`src/hw/mcl_pkg.sv`:
```
package mcl_pkg;

  // Digital inputs, source selection and speed width
  localparam int unsigned DI_COUNT = 8;
  localparam int unsigned SRC_W    = 3;
  localparam int unsigned SPD_W    = 16;
  localparam int unsigned SET_W    = 2;

  // Timing
  localparam int unsigned CLK_PERIOD_NS   = 4;
  localparam int unsigned MS_IN_NS        = 1000000;
  localparam int unsigned MS_CYCLES       = MS_IN_NS / CLK_PERIOD_NS;
  localparam int unsigned SET_SWITCH_MS   = 4;
  localparam int unsigned SET_SWITCH_CYC  = SET_SWITCH_MS * MS_CYCLES;

  // Register byte offsets
  localparam logic [7:0] OFS_CTRL      = 8'h00;
  localparam logic [7:0] OFS_JOG_ONE   = 8'h04;
  localparam logic [7:0] OFS_JOG_TWO   = 8'h08;
  localparam logic [7:0] OFS_CEILING   = 8'h0C;
  localparam logic [7:0] OFS_RAMP_UP   = 8'h10;
  localparam logic [7:0] OFS_RAMP_DOWN = 8'h14;
  localparam logic [7:0] OFS_RUN_SPEED = 8'h18;
  localparam logic [7:0] OFS_STATUS    = 8'h1C;
  localparam logic [7:0] OFS_SRC_BASE  = 8'h20;

  // Control register fields
  localparam int unsigned CTRL_PRESET_LSB = 0;
  localparam int unsigned CTRL_COUNT_LSB  = 8;
  localparam int unsigned CTRL_NEGATE_BIT = 11;
  localparam int unsigned CTRL_NEGBLK_BIT = 12;
  localparam int unsigned CTRL_POSBLK_BIT = 13;
  localparam int unsigned CTRL_SEL0_LSB   = 16;
  localparam int unsigned CTRL_SEL1_LSB   = 20;
  localparam int unsigned CTRL_JOG1_LSB   = 24;
  localparam int unsigned CTRL_JOG2_LSB   = 28;

  // Source set register fields
  localparam int unsigned SRC_CMD1_LSB = 0;
  localparam int unsigned SRC_CMD2_LSB = 4;
  localparam int unsigned SRC_CMD3_LSB = 8;

  // Values after reset, plus the three-wire preset code and the set count limits
  localparam logic [7:0]       PRESET_THREE_WIRE = 8'h14;
  localparam logic [7:0]       PRESET_RST        = 8'h14;
  localparam logic [2:0]       SET_COUNT_RST     = 3'h2;
  localparam logic [2:0]       SET_COUNT_MIN     = 3'h2;
  localparam logic [2:0]       SET_COUNT_MAX     = 3'h4;
  localparam logic [SRC_W-1:0] JOG1_SRC_RST      = 3'h0;
  localparam logic [SRC_W-1:0] JOG2_SRC_RST      = 3'h1;
  localparam logic [SRC_W-1:0] SEL0_SRC_RST      = 3'h6;
  localparam logic [SRC_W-1:0] SEL1_SRC_RST      = 3'h7;
  localparam logic [11:0]      SRC_SET_RST       = 12'h210;
  localparam logic [SPD_W-1:0] JOG_ONE_RST       = 16'h0096;
  localparam logic [SPD_W-1:0] JOG_TWO_RST       = 16'hFF6A;
  localparam logic [SPD_W-1:0] CEILING_RST       = 16'h05DC;
  localparam logic [SPD_W-1:0] RAMP_UP_MS_RST    = 16'h2710;
  localparam logic [SPD_W-1:0] RAMP_DOWN_MS_RST  = 16'h2710;
  localparam logic [SPD_W-1:0] RUN_SPEED_RST     = 16'h03E8;

  typedef enum logic [1:0] {MCL_OFF, MCL_RUN, MCL_JOG} mcl_state_e;

  // Three routed control commands
  typedef struct packed {
    logic enable;
    logic on;
    logic reverse;
  } mcl_cmd_s;

  // Ramp settings
  typedef struct packed {
    logic [SPD_W-1:0] ceiling;
    logic [SPD_W-1:0] up_ms;
    logic [SPD_W-1:0] down_ms;
  } mcl_ramp_cfg_s;

endpackage

```
`src/hw/mcl_ramp.sv`:
```
`timescale 1ns/100ps
`default_nettype none
module mcl_ramp
  import mcl_pkg::*;
(
  // Clock and reset
  input  wire logic                    ref_clk_i,
  input  wire logic                    nrst_i,
  // Millisecond enable and target
  input  wire logic                    ms_tick_i,
  input  wire logic signed [SPD_W-1:0] target_i,
  input  wire mcl_ramp_cfg_s           cfg_i,
  // Ramp output
  output logic signed [SPD_W-1:0]      speed_o
);
  logic        [31:0] acc;
  logic        [31:0] next_acc;
  logic signed [SPD_W-1:0] next_speed;

  // Away from zero uses the up time, toward zero the down time
  wire         rising   = (target_i > speed_o);
  wire         away     = rising ? (speed_o >= 0) : (speed_o <= 0);
  wire  [31:0] ramp_ms  = {16'h0000, away ? cfg_i.up_ms : cfg_i.down_ms};
  wire  [31:0] tick_add = ms_tick_i ? {16'h0000, cfg_i.ceiling} : 32'h00000000;
  wire         at_goal  = (target_i == speed_o);
  wire         do_step  = !at_goal && (acc >= ramp_ms);

  // One rpm step each time a ceiling-per-ramp-time share is accumulated
  always_comb
  begin
    next_acc   = acc + tick_add;
    next_speed = speed_o;
    if (at_goal)
    begin
      next_acc = 32'h00000000;
    end
    else if (do_step)
    begin
      next_acc   = acc - ramp_ms + tick_add;
      next_speed = rising ? speed_o + 16'sh0001 : speed_o - 16'sh0001;
    end
  end

  always_ff @(posedge ref_clk_i)
  begin
    if (!nrst_i)
    begin
      acc     <= 32'h00000000;
      speed_o <= 16'sh0000;
    end
    else
    begin
      acc     <= next_acc;
      speed_o <= next_speed;
    end
  end
endmodule
`default_nettype wire

```
`src/hw/mcl_core.sv`:
```
// Operation
// - Enable low forces a ramp stop whatever ON and reversing show; the code still lets a jog level run the motor with enable low.
// - With enable high, only a rising ON edge starts the motor.
// - Reversing level at start sets direction: low clockwise, high counter-clockwise.
// - Wiring preset 20 takes enable, ON, reversing from inputs 0, 1, 2.
// - Each command's input is selectable per command set.
// - Jog input level runs motor toward the selected jog speed; the code ignores jog levels under wiring preset 20.
// - Two jog speeds, defaults 150 and -150 rpm.
// - Jog uses the shared ramp; up and down times default 10 s.
// - Jog only from ready state; ignored while the motor runs.
// - Jog one defaults to input 0, jog two to input 1.
// - Two direction blocks: 1 blocks negative or positive rotation.
// - Setpoint negation flips the setpoint sign when set.
// - Speed ceiling defaults to 1500 rpm and limits the command.
// - Active command set chosen by selector wired to any input.
// - Command set change completes in about 4 ms.
// - Number of command sets is 2, 3 or 4, default 2.
//
// Decided for this implementation: the Wishbone interface to the registers and the address map.
`timescale 1ns/100ps
`default_nettype none
module mcl_core
  import mcl_pkg::*;
#(
  parameter int unsigned MS_CYC     = MS_CYCLES,
  parameter int unsigned SWITCH_CYC = SET_SWITCH_CYC
)
(
  // Clock and reset
  input  wire logic                 ref_clk_i,
  input  wire logic                 nrst_i,
  // Wishbone slave
  input  wire logic                 wb_cyc_i,
  input  wire logic                 wb_stb_i,
  input  wire logic                 wb_we_i,
  input  wire logic [7:0]           wb_adr_i,
  input  wire logic [3:0]           wb_sel_i,
  input  wire logic [31:0]          wb_dat_i,
  output logic      [31:0]          wb_dat_o,
  output logic                      wb_ack_o,
  // Digital inputs
  input  wire logic [DI_COUNT-1:0]  digital_input_i,
  // Motor command
  output logic                      motor_on_o,
  output logic                      motor_ccw_o,
  output logic                      ramp_stop_command_o,
  output logic signed [SPD_W-1:0]   speed_command_o
);
  // Settings
  logic [31:0]      ctrl;
  logic [SPD_W-1:0] jog_speed_one;
  logic [SPD_W-1:0] jog_speed_two;
  logic [SPD_W-1:0] speed_ceiling;
  logic [SPD_W-1:0] ramp_up_time;
  logic [SPD_W-1:0] ramp_down_time;
  logic [SPD_W-1:0] run_speed;
  logic [11:0]      src_set [4];

  // Sampled inputs and state
  logic [DI_COUNT-1:0] di_q;
  logic                on_prev;
  mcl_state_e          state;
  mcl_state_e          next_state;
  logic                jog_two_sel;
  logic [SET_W-1:0]    command_set_index;
  logic [31:0]         switch_cnt;
  logic [31:0]         ms_cnt;
  logic                ms_tick;
  logic signed [SPD_W-1:0] ramp_speed;

  // Control register fields
  wire [7:0]       wiring_preset_select = ctrl[CTRL_PRESET_LSB +: 8];
  wire [2:0]       command_set_count    = ctrl[CTRL_COUNT_LSB +: 3];
  wire             setpoint_negate      = ctrl[CTRL_NEGATE_BIT];
  wire             neg_dir_block        = ctrl[CTRL_NEGBLK_BIT];
  wire             pos_dir_block        = ctrl[CTRL_POSBLK_BIT];
  wire [SRC_W-1:0] sel0_source          = ctrl[CTRL_SEL0_LSB +: SRC_W];
  wire [SRC_W-1:0] sel1_source          = ctrl[CTRL_SEL1_LSB +: SRC_W];
  wire [SRC_W-1:0] jog_one_source       = ctrl[CTRL_JOG1_LSB +: SRC_W];
  wire [SRC_W-1:0] jog_two_source       = ctrl[CTRL_JOG2_LSB +: SRC_W];

  // Wishbone decode
  // A request is taken only while ack is low, so each access gets exactly one ack
  wire        wb_req    = wb_cyc_i && wb_stb_i && !wb_ack_o;
  wire        wb_wr     = wb_req && wb_we_i;
  wire [7:0]  adr_w     = {wb_adr_i[7:2], 2'b00};
  wire        hit_src   = (adr_w >= OFS_SRC_BASE) && (adr_w < OFS_SRC_BASE + 8'h10);
  wire [1:0]  src_idx   = adr_w[3:2];
  wire [31:0] bmask     = {{8{wb_sel_i[3]}}, {8{wb_sel_i[2]}}, {8{wb_sel_i[1]}}, {8{wb_sel_i[0]}}};
  wire [15:0] half_mask = bmask[15:0];
  wire [15:0] half_dat  = wb_dat_i[15:0] & half_mask;
  wire [31:0] wr_ctrl   = (ctrl & ~bmask) | (wb_dat_i & bmask);
  // An out-of-range set count keeps the old count while the other fields still land
  wire [2:0]  cnt_wr    = wr_ctrl[CTRL_COUNT_LSB +: 3];
  wire        cnt_ok    = (cnt_wr >= SET_COUNT_MIN) && (cnt_wr <= SET_COUNT_MAX);
  wire [31:0] ctrl_new  = cnt_ok ? wr_ctrl : {wr_ctrl[31:11], command_set_count, wr_ctrl[7:0]};
  wire [31:0] src_new   = ({20'h00000, src_set[src_idx]} & ~bmask) | (wb_dat_i & bmask);

  // Active source set
  wire [11:0]      act_src  = src_set[command_set_index];
  wire [SRC_W-1:0] src_cmd1 = act_src[SRC_CMD1_LSB +: SRC_W];
  wire [SRC_W-1:0] src_cmd2 = act_src[SRC_CMD2_LSB +: SRC_W];
  wire [SRC_W-1:0] src_cmd3 = act_src[SRC_CMD3_LSB +: SRC_W];

  // Command routing, fixed wiring under the three-wire preset
  wire      preset_fixed = (wiring_preset_select == PRESET_THREE_WIRE);
  mcl_cmd_s cmd;
  assign cmd.enable  = preset_fixed ? di_q[0] : di_q[src_cmd1];
  assign cmd.on      = preset_fixed ? di_q[1] : di_q[src_cmd2];
  assign cmd.reverse = preset_fixed ? di_q[2] : di_q[src_cmd3];

  wire on_rise   = cmd.on && !on_prev;
  wire jog_one   = di_q[jog_one_source];
  wire jog_two   = di_q[jog_two_source];
  // The three-wire preset claims inputs 0 to 2, so jog is live only with routed commands
  wire jog_level = !preset_fixed && (jog_one || jog_two);

  // Requested command set from the selector inputs, limited to the count
  wire [SET_W-1:0] sel_raw   = {di_q[sel1_source], di_q[sel0_source]};
  wire [2:0]       sel_wide  = {1'b0, sel_raw};
  wire [SET_W-1:0] set_limit = SET_W'(command_set_count - 3'h1);
  wire [SET_W-1:0] set_req   = (sel_wide >= command_set_count) ? set_limit : sel_raw;
  // The request must differ from the active set for the whole switch time before the set changes
  wire             switching = (set_req != command_set_index);
  wire             switch_done = switching && (switch_cnt == SWITCH_CYC - 1);

  // Motor sequencing
  always_comb
  begin
    next_state = state;
    case (state)
      MCL_OFF:
      begin
        if (cmd.enable && on_rise)
          next_state = MCL_RUN;
        else if (jog_level)
          next_state = MCL_JOG;
      end
      MCL_RUN:
      begin
        if (!cmd.enable)
          next_state = MCL_OFF;
      end
      MCL_JOG:
      begin
        if (!jog_level)
          next_state = MCL_OFF;
      end
      default:
        next_state = MCL_OFF;
    endcase
  end

  // Setpoint chain: source, negation, ceiling, direction blocks
  wire signed [SPD_W-1:0] run_sp   = motor_ccw_o ? -$signed(run_speed) : $signed(run_speed);
  wire signed [SPD_W-1:0] jog_sp   = jog_two_sel ? $signed(jog_speed_two) : $signed(jog_speed_one);
  wire signed [SPD_W-1:0] raw_sp   = (state == MCL_RUN) ? run_sp : (state == MCL_JOG) ? jog_sp : 16'sh0000;
  wire signed [SPD_W-1:0] inv_sp   = setpoint_negate ? -raw_sp : raw_sp;
  wire signed [SPD_W-1:0] ceil_pos = $signed(speed_ceiling);
  wire signed [SPD_W-1:0] lim_sp   = (inv_sp > ceil_pos) ? ceil_pos : (inv_sp < -ceil_pos) ? -ceil_pos : inv_sp;
  wire blocked = (neg_dir_block && lim_sp < 0) || (pos_dir_block && lim_sp > 0);
  wire signed [SPD_W-1:0] target   = blocked ? 16'sh0000 : lim_sp;

  mcl_ramp_cfg_s ramp_cfg;
  assign ramp_cfg.ceiling = speed_ceiling;
  assign ramp_cfg.up_ms   = ramp_up_time;
  assign ramp_cfg.down_ms = ramp_down_time;

  mcl_ramp u_ramp (
    .ref_clk_i (ref_clk_i),
    .nrst_i    (nrst_i),
    .ms_tick_i (ms_tick),
    .target_i  (target),
    .cfg_i     (ramp_cfg),
    .speed_o   (ramp_speed)
  );

  // One-cycle millisecond enable for the ramp
  assign ms_tick = (ms_cnt == MS_CYC - 1);

  // Read mux
  wire [31:0] status = {ramp_speed, 11'h000, switching, command_set_index, motor_ccw_o, motor_on_o};
  wire [31:0] rd_data =
    (adr_w == OFS_CTRL)      ? ctrl :
    (adr_w == OFS_JOG_ONE)   ? {16'h0000, jog_speed_one} :
    (adr_w == OFS_JOG_TWO)   ? {16'h0000, jog_speed_two} :
    (adr_w == OFS_CEILING)   ? {16'h0000, speed_ceiling} :
    (adr_w == OFS_RAMP_UP)   ? {16'h0000, ramp_up_time} :
    (adr_w == OFS_RAMP_DOWN) ? {16'h0000, ramp_down_time} :
    (adr_w == OFS_RUN_SPEED) ? {16'h0000, run_speed} :
    (adr_w == OFS_STATUS)    ? status :
    hit_src                  ? {20'h00000, src_set[src_idx]} : 32'h00000000;

  // Bus slave and settings
  always_ff @(posedge ref_clk_i)
  begin
    if (!nrst_i)
    begin
      wb_ack_o       <= 1'b0;
      wb_dat_o       <= 32'h00000000;
      ctrl           <= {1'b0, JOG2_SRC_RST, 1'b0, JOG1_SRC_RST, 1'b0, SEL1_SRC_RST, 1'b0, SEL0_SRC_RST,
                         5'h00, SET_COUNT_RST, PRESET_RST};
      jog_speed_one  <= JOG_ONE_RST;
      jog_speed_two  <= JOG_TWO_RST;
      speed_ceiling  <= CEILING_RST;
      ramp_up_time   <= RAMP_UP_MS_RST;
      ramp_down_time <= RAMP_DOWN_MS_RST;
      run_speed      <= RUN_SPEED_RST;
      for (int i = 0; i < 4; i++)
        src_set[i] <= SRC_SET_RST;
    end
    else
    begin
      wb_ack_o <= wb_req;
      wb_dat_o <= wb_req ? rd_data : 32'h00000000;
      if (wb_wr && adr_w == OFS_CTRL)      ctrl           <= ctrl_new;
      if (wb_wr && adr_w == OFS_JOG_ONE)   jog_speed_one  <= half_dat | (jog_speed_one & ~half_mask);
      if (wb_wr && adr_w == OFS_JOG_TWO)   jog_speed_two  <= half_dat | (jog_speed_two & ~half_mask);
      if (wb_wr && adr_w == OFS_CEILING)   speed_ceiling  <= half_dat | (speed_ceiling & ~half_mask);
      if (wb_wr && adr_w == OFS_RAMP_UP)   ramp_up_time   <= half_dat | (ramp_up_time & ~half_mask);
      if (wb_wr && adr_w == OFS_RAMP_DOWN) ramp_down_time <= half_dat | (ramp_down_time & ~half_mask);
      if (wb_wr && adr_w == OFS_RUN_SPEED) run_speed      <= half_dat | (run_speed & ~half_mask);
      if (wb_wr && hit_src)                src_set[src_idx] <= src_new[11:0];
    end
  end

  // Motor state, inputs and set switch timer
  always_ff @(posedge ref_clk_i)
  begin
    if (!nrst_i)
    begin
      di_q              <= '0;
      on_prev           <= 1'b0;
      state             <= MCL_OFF;
      motor_ccw_o       <= 1'b0;
      jog_two_sel       <= 1'b0;
      command_set_index <= '0;
      switch_cnt        <= 32'h00000000;
      ms_cnt            <= 32'h00000000;
    end
    else
    begin
      di_q    <= digital_input_i;
      on_prev <= cmd.on;
      state   <= next_state;
      ms_cnt  <= ms_tick ? 32'h00000000 : ms_cnt + 32'h00000001;
      if (state == MCL_OFF && next_state == MCL_RUN)
        motor_ccw_o <= cmd.reverse;
      if (state == MCL_OFF && next_state == MCL_JOG)
        jog_two_sel <= !jog_one;
      switch_cnt <= (switching && !switch_done) ? switch_cnt + 32'h00000001 : 32'h00000000;
      if (switch_done)
        command_set_index <= set_req;
    end
  end

  assign motor_on_o          = (state != MCL_OFF);
  assign ramp_stop_command_o = (state == MCL_OFF);
  always_ff @(posedge ref_clk_i)
  begin
    if (!nrst_i)
      speed_command_o <= 16'sh0000;
    else
      speed_command_o <= ramp_speed;
  end
endmodule
`default_nettype wire

```
`config.mk`:
```
export PLATFORM = sky130hd
export DESIGN_NAME = mcl_core
export DESIGN_NICKNAME = d
export VERILOG_FILES = /design/src/hw/mcl_pkg.sv /design/src/hw/mcl_ramp.sv /design/src/hw/mcl_core.sv
export SDC_FILE = /design/constraint.sdc
export NUM_CORES = 1
export LEC_CHECK = 0
export ABC_AREA = 1
export BUFFER_PORTS_ARGS = -buffer_cell sky130_fd_sc_hd__buf_2
export CORE_MARGIN = 2
export CORE_UTILIZATION = 50
export CTS_CLUSTER_DIAMETER = 100
export DETAILED_ROUTE_END_ITERATION = 8
export PLACE_DENSITY = 0.78
export SLEW_MARGIN = 40
export SYNTH_ARGS = -nofsm -noshare
export SYNTH_HDL_FRONTEND = slang
export SYNTH_SLANG_ARGS = --single-unit
```
`constraint.sdc`:
```
create_clock -name ref_clk_i -period 8.34 [get_ports ref_clk_i]
set_clock_uncertainty 0.1 [all_clocks]
set_input_delay 0.834 -clock ref_clk_i [delete_from_list [all_inputs] [get_ports ref_clk_i]]
set_output_delay 0.834 -clock ref_clk_i [all_outputs]
set_load 0.05 [all_outputs]
```
==> results.toml, run 1 <==
[floorplan]
core_region_area_mm2 = 0.0455
row_count = 78
initial_utilization = 0.509
fp.dieH_um = 219
die_w_um = 219
io_pins = 109
fp.dieArea_mm2 = 0.0480

[clocking]
clock-root-buffer = "sky130_fd_sc_hd__clkbuf_16"
tritoncts_clock_tree = "yes"
clockBufferDepth = 3
clk_latency_ps = 600
clkSlewWorstSetupHoldPaths_ps = 60
numCtsBuffers = 41
cts.sink_count = 354
ctsHtreeMaxLevel = 2

[timing]
max_freq_mhz = 113
setup_violations = 24
setup_repair_after_global_routing_missed_its_margin = "yes"
tightest_slew_ps = 864
timing.hold.ws_ps = 322
report.final.slew_viol_count = 0
slew_headroom = 0.418
period_share = 1.06
final.setup.worst_slack_ps = -518
finalHoldViolCount = 0
period_minus_slack_ps = 8860

[synthesis]
post_synth_num_cell_types = 67
synthesis.instances = 3301
seq_area_frac_synth = 0.327
ys_ff_latch = 354
syn-num-nets = 3524
synthesis.yosys.warnings = 0
synth_top_flop_cell = "sky130_fd_sc_hd__dfxtp_1"
post_synth_instance_area_mm2 = 0.0231
synth_async_sr_flop_share = 0
number_of_flops_mapped_to_enable_cells_by_yosys = 48
synth_area_per_cell_um2 = 7.01

[run]
max_cap_viol_count = 0

[global_routing]
gr_util_all_layers = 0.298
m3_gr_usage = 0.0528
initial_antenna_violation_count = 2
grt-busiest-layer = "met2"
grt_pass1_wl_um = 114000
maximum_number_of_pins_on_one_net_before_global_route_repair = 61
met2_track_usage_gr = 0.498
use_met1 = 0.374
grt_pass1_vias = 22300
overflow = 0

[place]
placed_cell_area_mm2 = 0.0259
placement.io_buffers = 106
place_hpwl_um = 52800
place_congestion = 0.993

[worst_hold_path]
worst_hold_path_type = "in -> reg"

[final_layout]
num-nets-final = 3904
post_route_cells_drive_above_1_share = 0.211
final_cell_area_mm2 = 0.0291
final_util = 0.640
synth_to_layout_area_growth_pct = 25.9

[routing]
drt_first_iter_violations = 2641
detail-route-antenna-nets = 0
drt_drc_violations_left = 0
detailroute.via_count = 24400
vias_per_cell = 5.64
drt_wl_total_um = 75600
drt_pass1_iterations = 6
detail_route.wl_per_cell_um = 17.5

[setup_path]
setup.worst_path.class = "reg -> reg"
endpoint_kind = "register"
worst-endpoint-required_ps = 8750
cp_max_delay_cell = "sky130_fd_sc_hd__nor4_4"
critical_path.max_fanout = 7
path_common_cell = "sky130_fd_sc_hd__nand2_2"
crit_path_max_incr_delay_ps = 360
setup.worst_path.start_class = "register"
worstPathArrival_ps = 9270

[run_status]
result_of_the_run = "finished, violations left"
violations = "setup timing"

[power_and_ir_drop]
ir_worst_vdd_uv = 149
power_leakage_nw = 13.4
cellPowerDensity_mw_per_mm2 = 141
-- placed cells by master (no fill, tap or decap), types with 15 or more instances in the layout --
master / Yosys / layout
sky130_fd_sc_hd__nand2_1: 669 / 633
sky130_fd_sc_hd__inv_1: 517 / 503
sky130_fd_sc_hd__nor2_1: 358 / 344
sky130_fd_sc_hd__dfxtp_1: 306 / 301
sky130_fd_sc_hd__buf_4: 6 / 284
sky130_fd_sc_hd__a21oi_1: 236 / 212
sky130_fd_sc_hd__nand3_1: 179 / 165
sky130_fd_sc_hd__o21ai_0: 168 / 147
sky130_fd_sc_hd__ha_1: 155 / 124
sky130_fd_sc_hd__buf_2: 6 / 106
sky130_fd_sc_hd__xor2_1: 87 / 79
sky130_fd_sc_hd__nand4_1: 48 / 48
sky130_fd_sc_hd__edfxtp_1: 48 / 48
sky130_fd_sc_hd__a221oi_1: 44 / 44
sky130_fd_sc_hd__clkbuf_16: 0 / 44
sky130_fd_sc_hd__nor3_1: 47 / 43
sky130_fd_sc_hd__nand2_2: 11 / 41
sky130_fd_sc_hd__nor2_2: 30 / 37
sky130_fd_sc_hd__o211ai_1: 29 / 29
sky130_fd_sc_hd__ha_4: 0 / 29
sky130_fd_sc_hd__o22ai_1: 26 / 26
sky130_fd_sc_hd__a21oi_2: 1 / 23
sky130_fd_sc_hd__xnor2_1: 26 / 23
sky130_fd_sc_hd__inv_2: 8 / 21
sky130_fd_sc_hd__nor4_1: 24 / 21
sky130_fd_sc_hd__buf_6: 6 / 21
sky130_fd_sc_hd__or2_2: 20 / 19
sky130_fd_sc_hd__nor2_4: 11 / 18
sky130_fd_sc_hd__nor3b_1: 17 / 17
sky130_fd_sc_hd__nand3_2: 7 / 15
-- critical path, delay by kind of cell (launching register included) --
kind / cells / cell delay (ps)
AND/OR/NAND/NOR: 38 / 3590
AO/OA/AOI/OAI: 12 / 1680
adder cells (fa/ha/maj): 6 / 1300
buffers and inverters: 11 / 1170
XOR/XNOR: 3 / 530
flip-flops: 1 / 340
-- through the flow --
step                TNS (ps)  instances  total power (W)  setup WS [ps]
finish                 -8180       4315          0.00410           -518
global route          -25440       4313          0.00423          -1040
CTS                     -212       4292          0.00408           -140
detailed placement     -8580       4166          0.00217           -642
global placement       -3480       4164          0.00216           -378
floorplan                  0       3301          0.00204           36.4
-- synthesized netlist by cell type, types with 30 or more instances --
cell type	number	area share
sky130_fd_sc_hd__nand4_1	48	0.013
sky130_fd_sc_hd__clkbuf_1	62	0.010
sky130_fd_sc_hd__nor2_2	30	0.0081
sky130_fd_sc_hd__a21oi_1	236	0.051
sky130_fd_sc_hd__o21ai_0	168	0.036
sky130_fd_sc_hd__edfxtp_1	48	0.062
sky130_fd_sc_hd__a221oi_1	44	0.017
sky130_fd_sc_hd__nand3_1	179	0.039
sky130_fd_sc_hd__dfxtp_1	306	0.26
sky130_fd_sc_hd__xor2_1	87	0.033
sky130_fd_sc_hd__nand2_1	669	0.11
sky130_fd_sc_hd__ha_1	155	0.084
sky130_fd_sc_hd__nor2_1	358	0.058
sky130_fd_sc_hd__nor3_1	47	0.010
sky130_fd_sc_hd__inv_1	517	0.084
-- area by class of cell --
type / instances / area [um^2]
antenna: 2 / 5.00
clock buffer: 51 / 1170
clock inverter: 24 / 275
fill: 3771 / 16400
inverter: 532 / 2010
multi-input combinational: 2332 / 14300
sequential: 354 / 7570
tap: 600 / 751
timing repair buffer: 420 / 3080
-- logic make-up (layout without fill, tap and decap cells) --
family / count (synthesis) / count (layout) / share of synthesized area
simple gates: 1446 / 1450 / 0.277
buf+inv: 619 / 1027 / 0.105
compound gates: 602 / 602 / 0.153
flops: 354 / 354 / 0.327
fa+ha+maj: 166 / 166 / 0.0934
xor+xnor: 114 / 114 / 0.0435
other cells: 0 / 2 / 0
-- where the power goes --
part / internal, W / switching, W
logic: 0.000157 / 0.000288
registers: 0.00174 / 0.00000939
clock network: 0.00113 / 0.000783
-- layer usage --
layer  share of wire  wire length [um]
met1            0.40             29900
met2            0.46             34700
met3           0.092              6990
met4           0.053              3970
met5         0.00013                10
-- worst paths after layout --
check | startpoint | end | slack, ps | depth (start not counted)
hold / removal | digital_input_i[0] | di_q[0]$_SDFF_PN0_ | 320 | 3
setup / recovery | register | u_ramp.acc[30]$_SDFF_PP0_ | -520 | 70
hold reg to reg | register | register | 350 | 2
setup reg to reg | register | u_ramp.acc[30]$_SDFF_PP0_ | -520 | 70
-- timing repair --
action | CTS | global route
pin swaps | 60 | 113
buffers inserted | 51 | 25
gates cloned | 3 | 2
hold buffers | 0 | 0
resized for setup | 134 | 122
endpoints found under the hold margin | 0 | 0
endpoints found under the setup margin | 24 | 48
No activity file was read; power rests on OpenSTA's default activity.
==> run 2, diff against run 1 <==
--- a/config.mk
+++ b/config.mk
@@ -11,7 +11,7 @@
 export CORE_UTILIZATION = 50
 export CTS_CLUSTER_DIAMETER = 100
 export DETAILED_ROUTE_END_ITERATION = 8
-export PLACE_DENSITY = 0.78
+export PLACE_DENSITY = 0.7
 export SLEW_MARGIN = 40
 export SYNTH_ARGS = -nofsm -noshare
 export SYNTH_HDL_FRONTEND = slang
==> run 2 against run 1 <==
  * The flow still finishes with violations (setup timing)
  * Count of clock-buffer cells in the layout grew 11
  * Fmax grew 0.93%
  * Non-clock buffer count shrank 5
  * First-iteration DRC count shrank 8.7%
  * Combinational power shrank 0.9%
  * Critical endpoint is now u_ramp.acc[22]$_SDFF_PP0_
  * Highest routed layer unchanged
==> results.toml, run 2 (synthesis gave the netlist of run 1 again) <==
[run_status]
result_of_the_run = "finished, violations left"
violations = "setup timing"

[final_layout]
finish.cell_count_without_fillers = 4309
final_cell_area_mm2 = 0.0293
layout.cells.most_common_list = "sky130_fd_sc_hd__nand2_1 (616), sky130_fd_sc_hd__inv_1 (500), sky130_fd_sc_hd__nor2_1 (336), sky130_fd_sc_hd__dfxtp_1 (300), sky130_fd_sc_hd__buf_4 (273)"
num-nets-final = 3900
final_util = 0.645
synth_to_layout_area_growth_pct = 26.8
most_common_library_cell_in_the_layout_ignoring_fill_and_taps = "sky130_fd_sc_hd__nand2_1"
post_route_cells_drive_above_1_share = 0.220

[clocking]
cts_hold_buf = 0
cts.sink_count = 354
clock-root-buffer = "sky130_fd_sc_hd__clkbuf_16"
clk_latency_ps = 600
ctsHtreeMaxLevel = 2
clkSlewWorstSetupHoldPaths_ps = 60
tritoncts_clock_tree = "yes"
numCtsBuffers = 41
clockBufferDepth = 3

[setup_path]
critical_path.max_fanout = 8
endpoint_kind = "register"
worstPathArrival_ps = 9180
setup.worst_path.start_class = "register"
worst-endpoint-required_ps = 8750
crit_path_max_incr_delay_ps = 330
cp_max_delay_cell = "sky130_fd_sc_hd__dfxtp_2"
path_common_cell = "sky130_fd_sc_hd__nand2_1"
setup.worst_path.class = "reg -> reg"

[power_and_ir_drop]
seq_power_share = 0.442
cellPowerDensity_mw_per_mm2 = 135
ir_worst_vdd_uv = 151
power.share.clock = 0.446
power_switching_w = 0.00105
power.internal_w = 0.00290
power_leakage_nw = 13.5
netSwitchingFraction = 0.266
report.power.total_w = 0.00396
pwr-share-comb = 0.112

[routing]
drt_drc_violations_left = 0
vias_per_cell = 5.56
detailroute.via_count = 23900
drt_wl_total_um = 76800
detail-route-antenna-nets = 0
drt_pass1_iterations = 6
drt_first_iter_violations = 2410
detail_route.wl_per_cell_um = 17.8

[place]
place_congestion = 1.01
placed_cell_area_mm2 = 0.0260
placement.io_buffers = 106
place_hpwl_um = 56400
placed_cells = 4174

[floorplan]
initial_utilization = 0.509
core_region_area_mm2 = 0.0455
io_pins = 109
fp.dieArea_mm2 = 0.0480
fp.dieH_um = 219
row_count = 78
die_w_um = 219

[timing]
max_freq_mhz = 114
setup_repair_after_global_routing_missed_its_margin = "yes"
period_minus_slack_ps = 8780
slew_headroom = 0.398
final.setup.worst_slack_ps = -436
finalHoldViolCount = 0
setup_violations = 21
report.final.slew_viol_count = 0
tightest_slew_ps = 900
tns_ps = -5400
period_share = 1.05

[global_routing]
maximum_number_of_pins_on_one_net_before_global_route_repair = 53
grt_pass1_wl_um = 117000
grt_pass1_vias = 22700
overflow = 0
gr_util_all_layers = 0.308
initial_antenna_violation_count = 1

[worst_hold_path]
worst_hold_path_type = "in -> reg"

[run]
max_cap_viol_count = 0
==> run 2: cell types whose count changed in the layout (fill, tap and decap cells not counted), sizes merged <==
cell / delta
clkinvlp: -6
bufinv: -4
clkbuf: +12
inv: -1
clkinv: -1
buf: -6
==> run 2: metrics by stage <==
stage	hold WS (ps)	worst slack, ps
detailed placement	346	-641
global route	331	-951
global placement	328	-385
finish	328	-436
CTS	316	-265
floorplan	318	36.4
==> run 2: worst max-delay path: cells and delay by family (launching register included) <==
family	cells	cell delay (ps)
compound gates	9	1050
xor+xnor	2	340
fa+ha+maj	6	1440
buf+inv	14	1510
flops	1	330
simple gates	35	3880
==> run 2: power groups by stage <==
stage,Clock [W],Combinational (W),Sequential [W]
finish,0.00176,0.000441,0.00175
global route,0.00186,0.000480,0.00175
CTS,0.00179,0.000411,0.00175
detailed placement,0,0.000384,0.00179
global placement,0,0.000371,0.00178
floorplan,0,0.000254,0.00179
==> run 2: final cells by class <==
class	count	area, um^2
Antenna cell	2	5.00
Timing Repair inverter	1	3.75
Sequential cell	354	7580
Clock buffer	62	1210
Tap cell	600	751
Fill cell	3895	16200
Clock inverter	11	103
Inverter	532	2020
Multi-Input combinational cell	2332	14500
Timing Repair Buffer	415	3140
==> run 2: timing repair <==
action / CTS / global route
gates cloned: 6 / 5
gates resized for setup: 124 / 202
setup endpoints to repair: 34 / 48
pin swaps: 59 / 141
setup buffers: 25 / 28
==> run 2: final timing paths <==
kind,startpoint,end,slack (ps),cells past startpoint
worst max-delay path,register,u_ramp.acc[22]$_SDFF_PP0_,-440,66
worst min-delay path,digital_input_i[5],di_q[5]$_SDFF_PN0_,330,3
worst min register to register,register,register,360,2
worst max register to register,register,u_ramp.acc[22]$_SDFF_PP0_,-440,66
==> run 2: routing by layer <==
| metal | GRT usage | routed length (um) | vias to the layer above |
|---|---|---|---|
| met5 | 0 | 11 | - |
| met4 | 0.121 | 3050 | 2 |
| met3 | 0.0403 | 5630 | 202 |
| met2 | 0.527 | 36000 | 951 |
| met1 | 0.393 | 32000 | 11200 |
| li1 | - | - | 11600 |
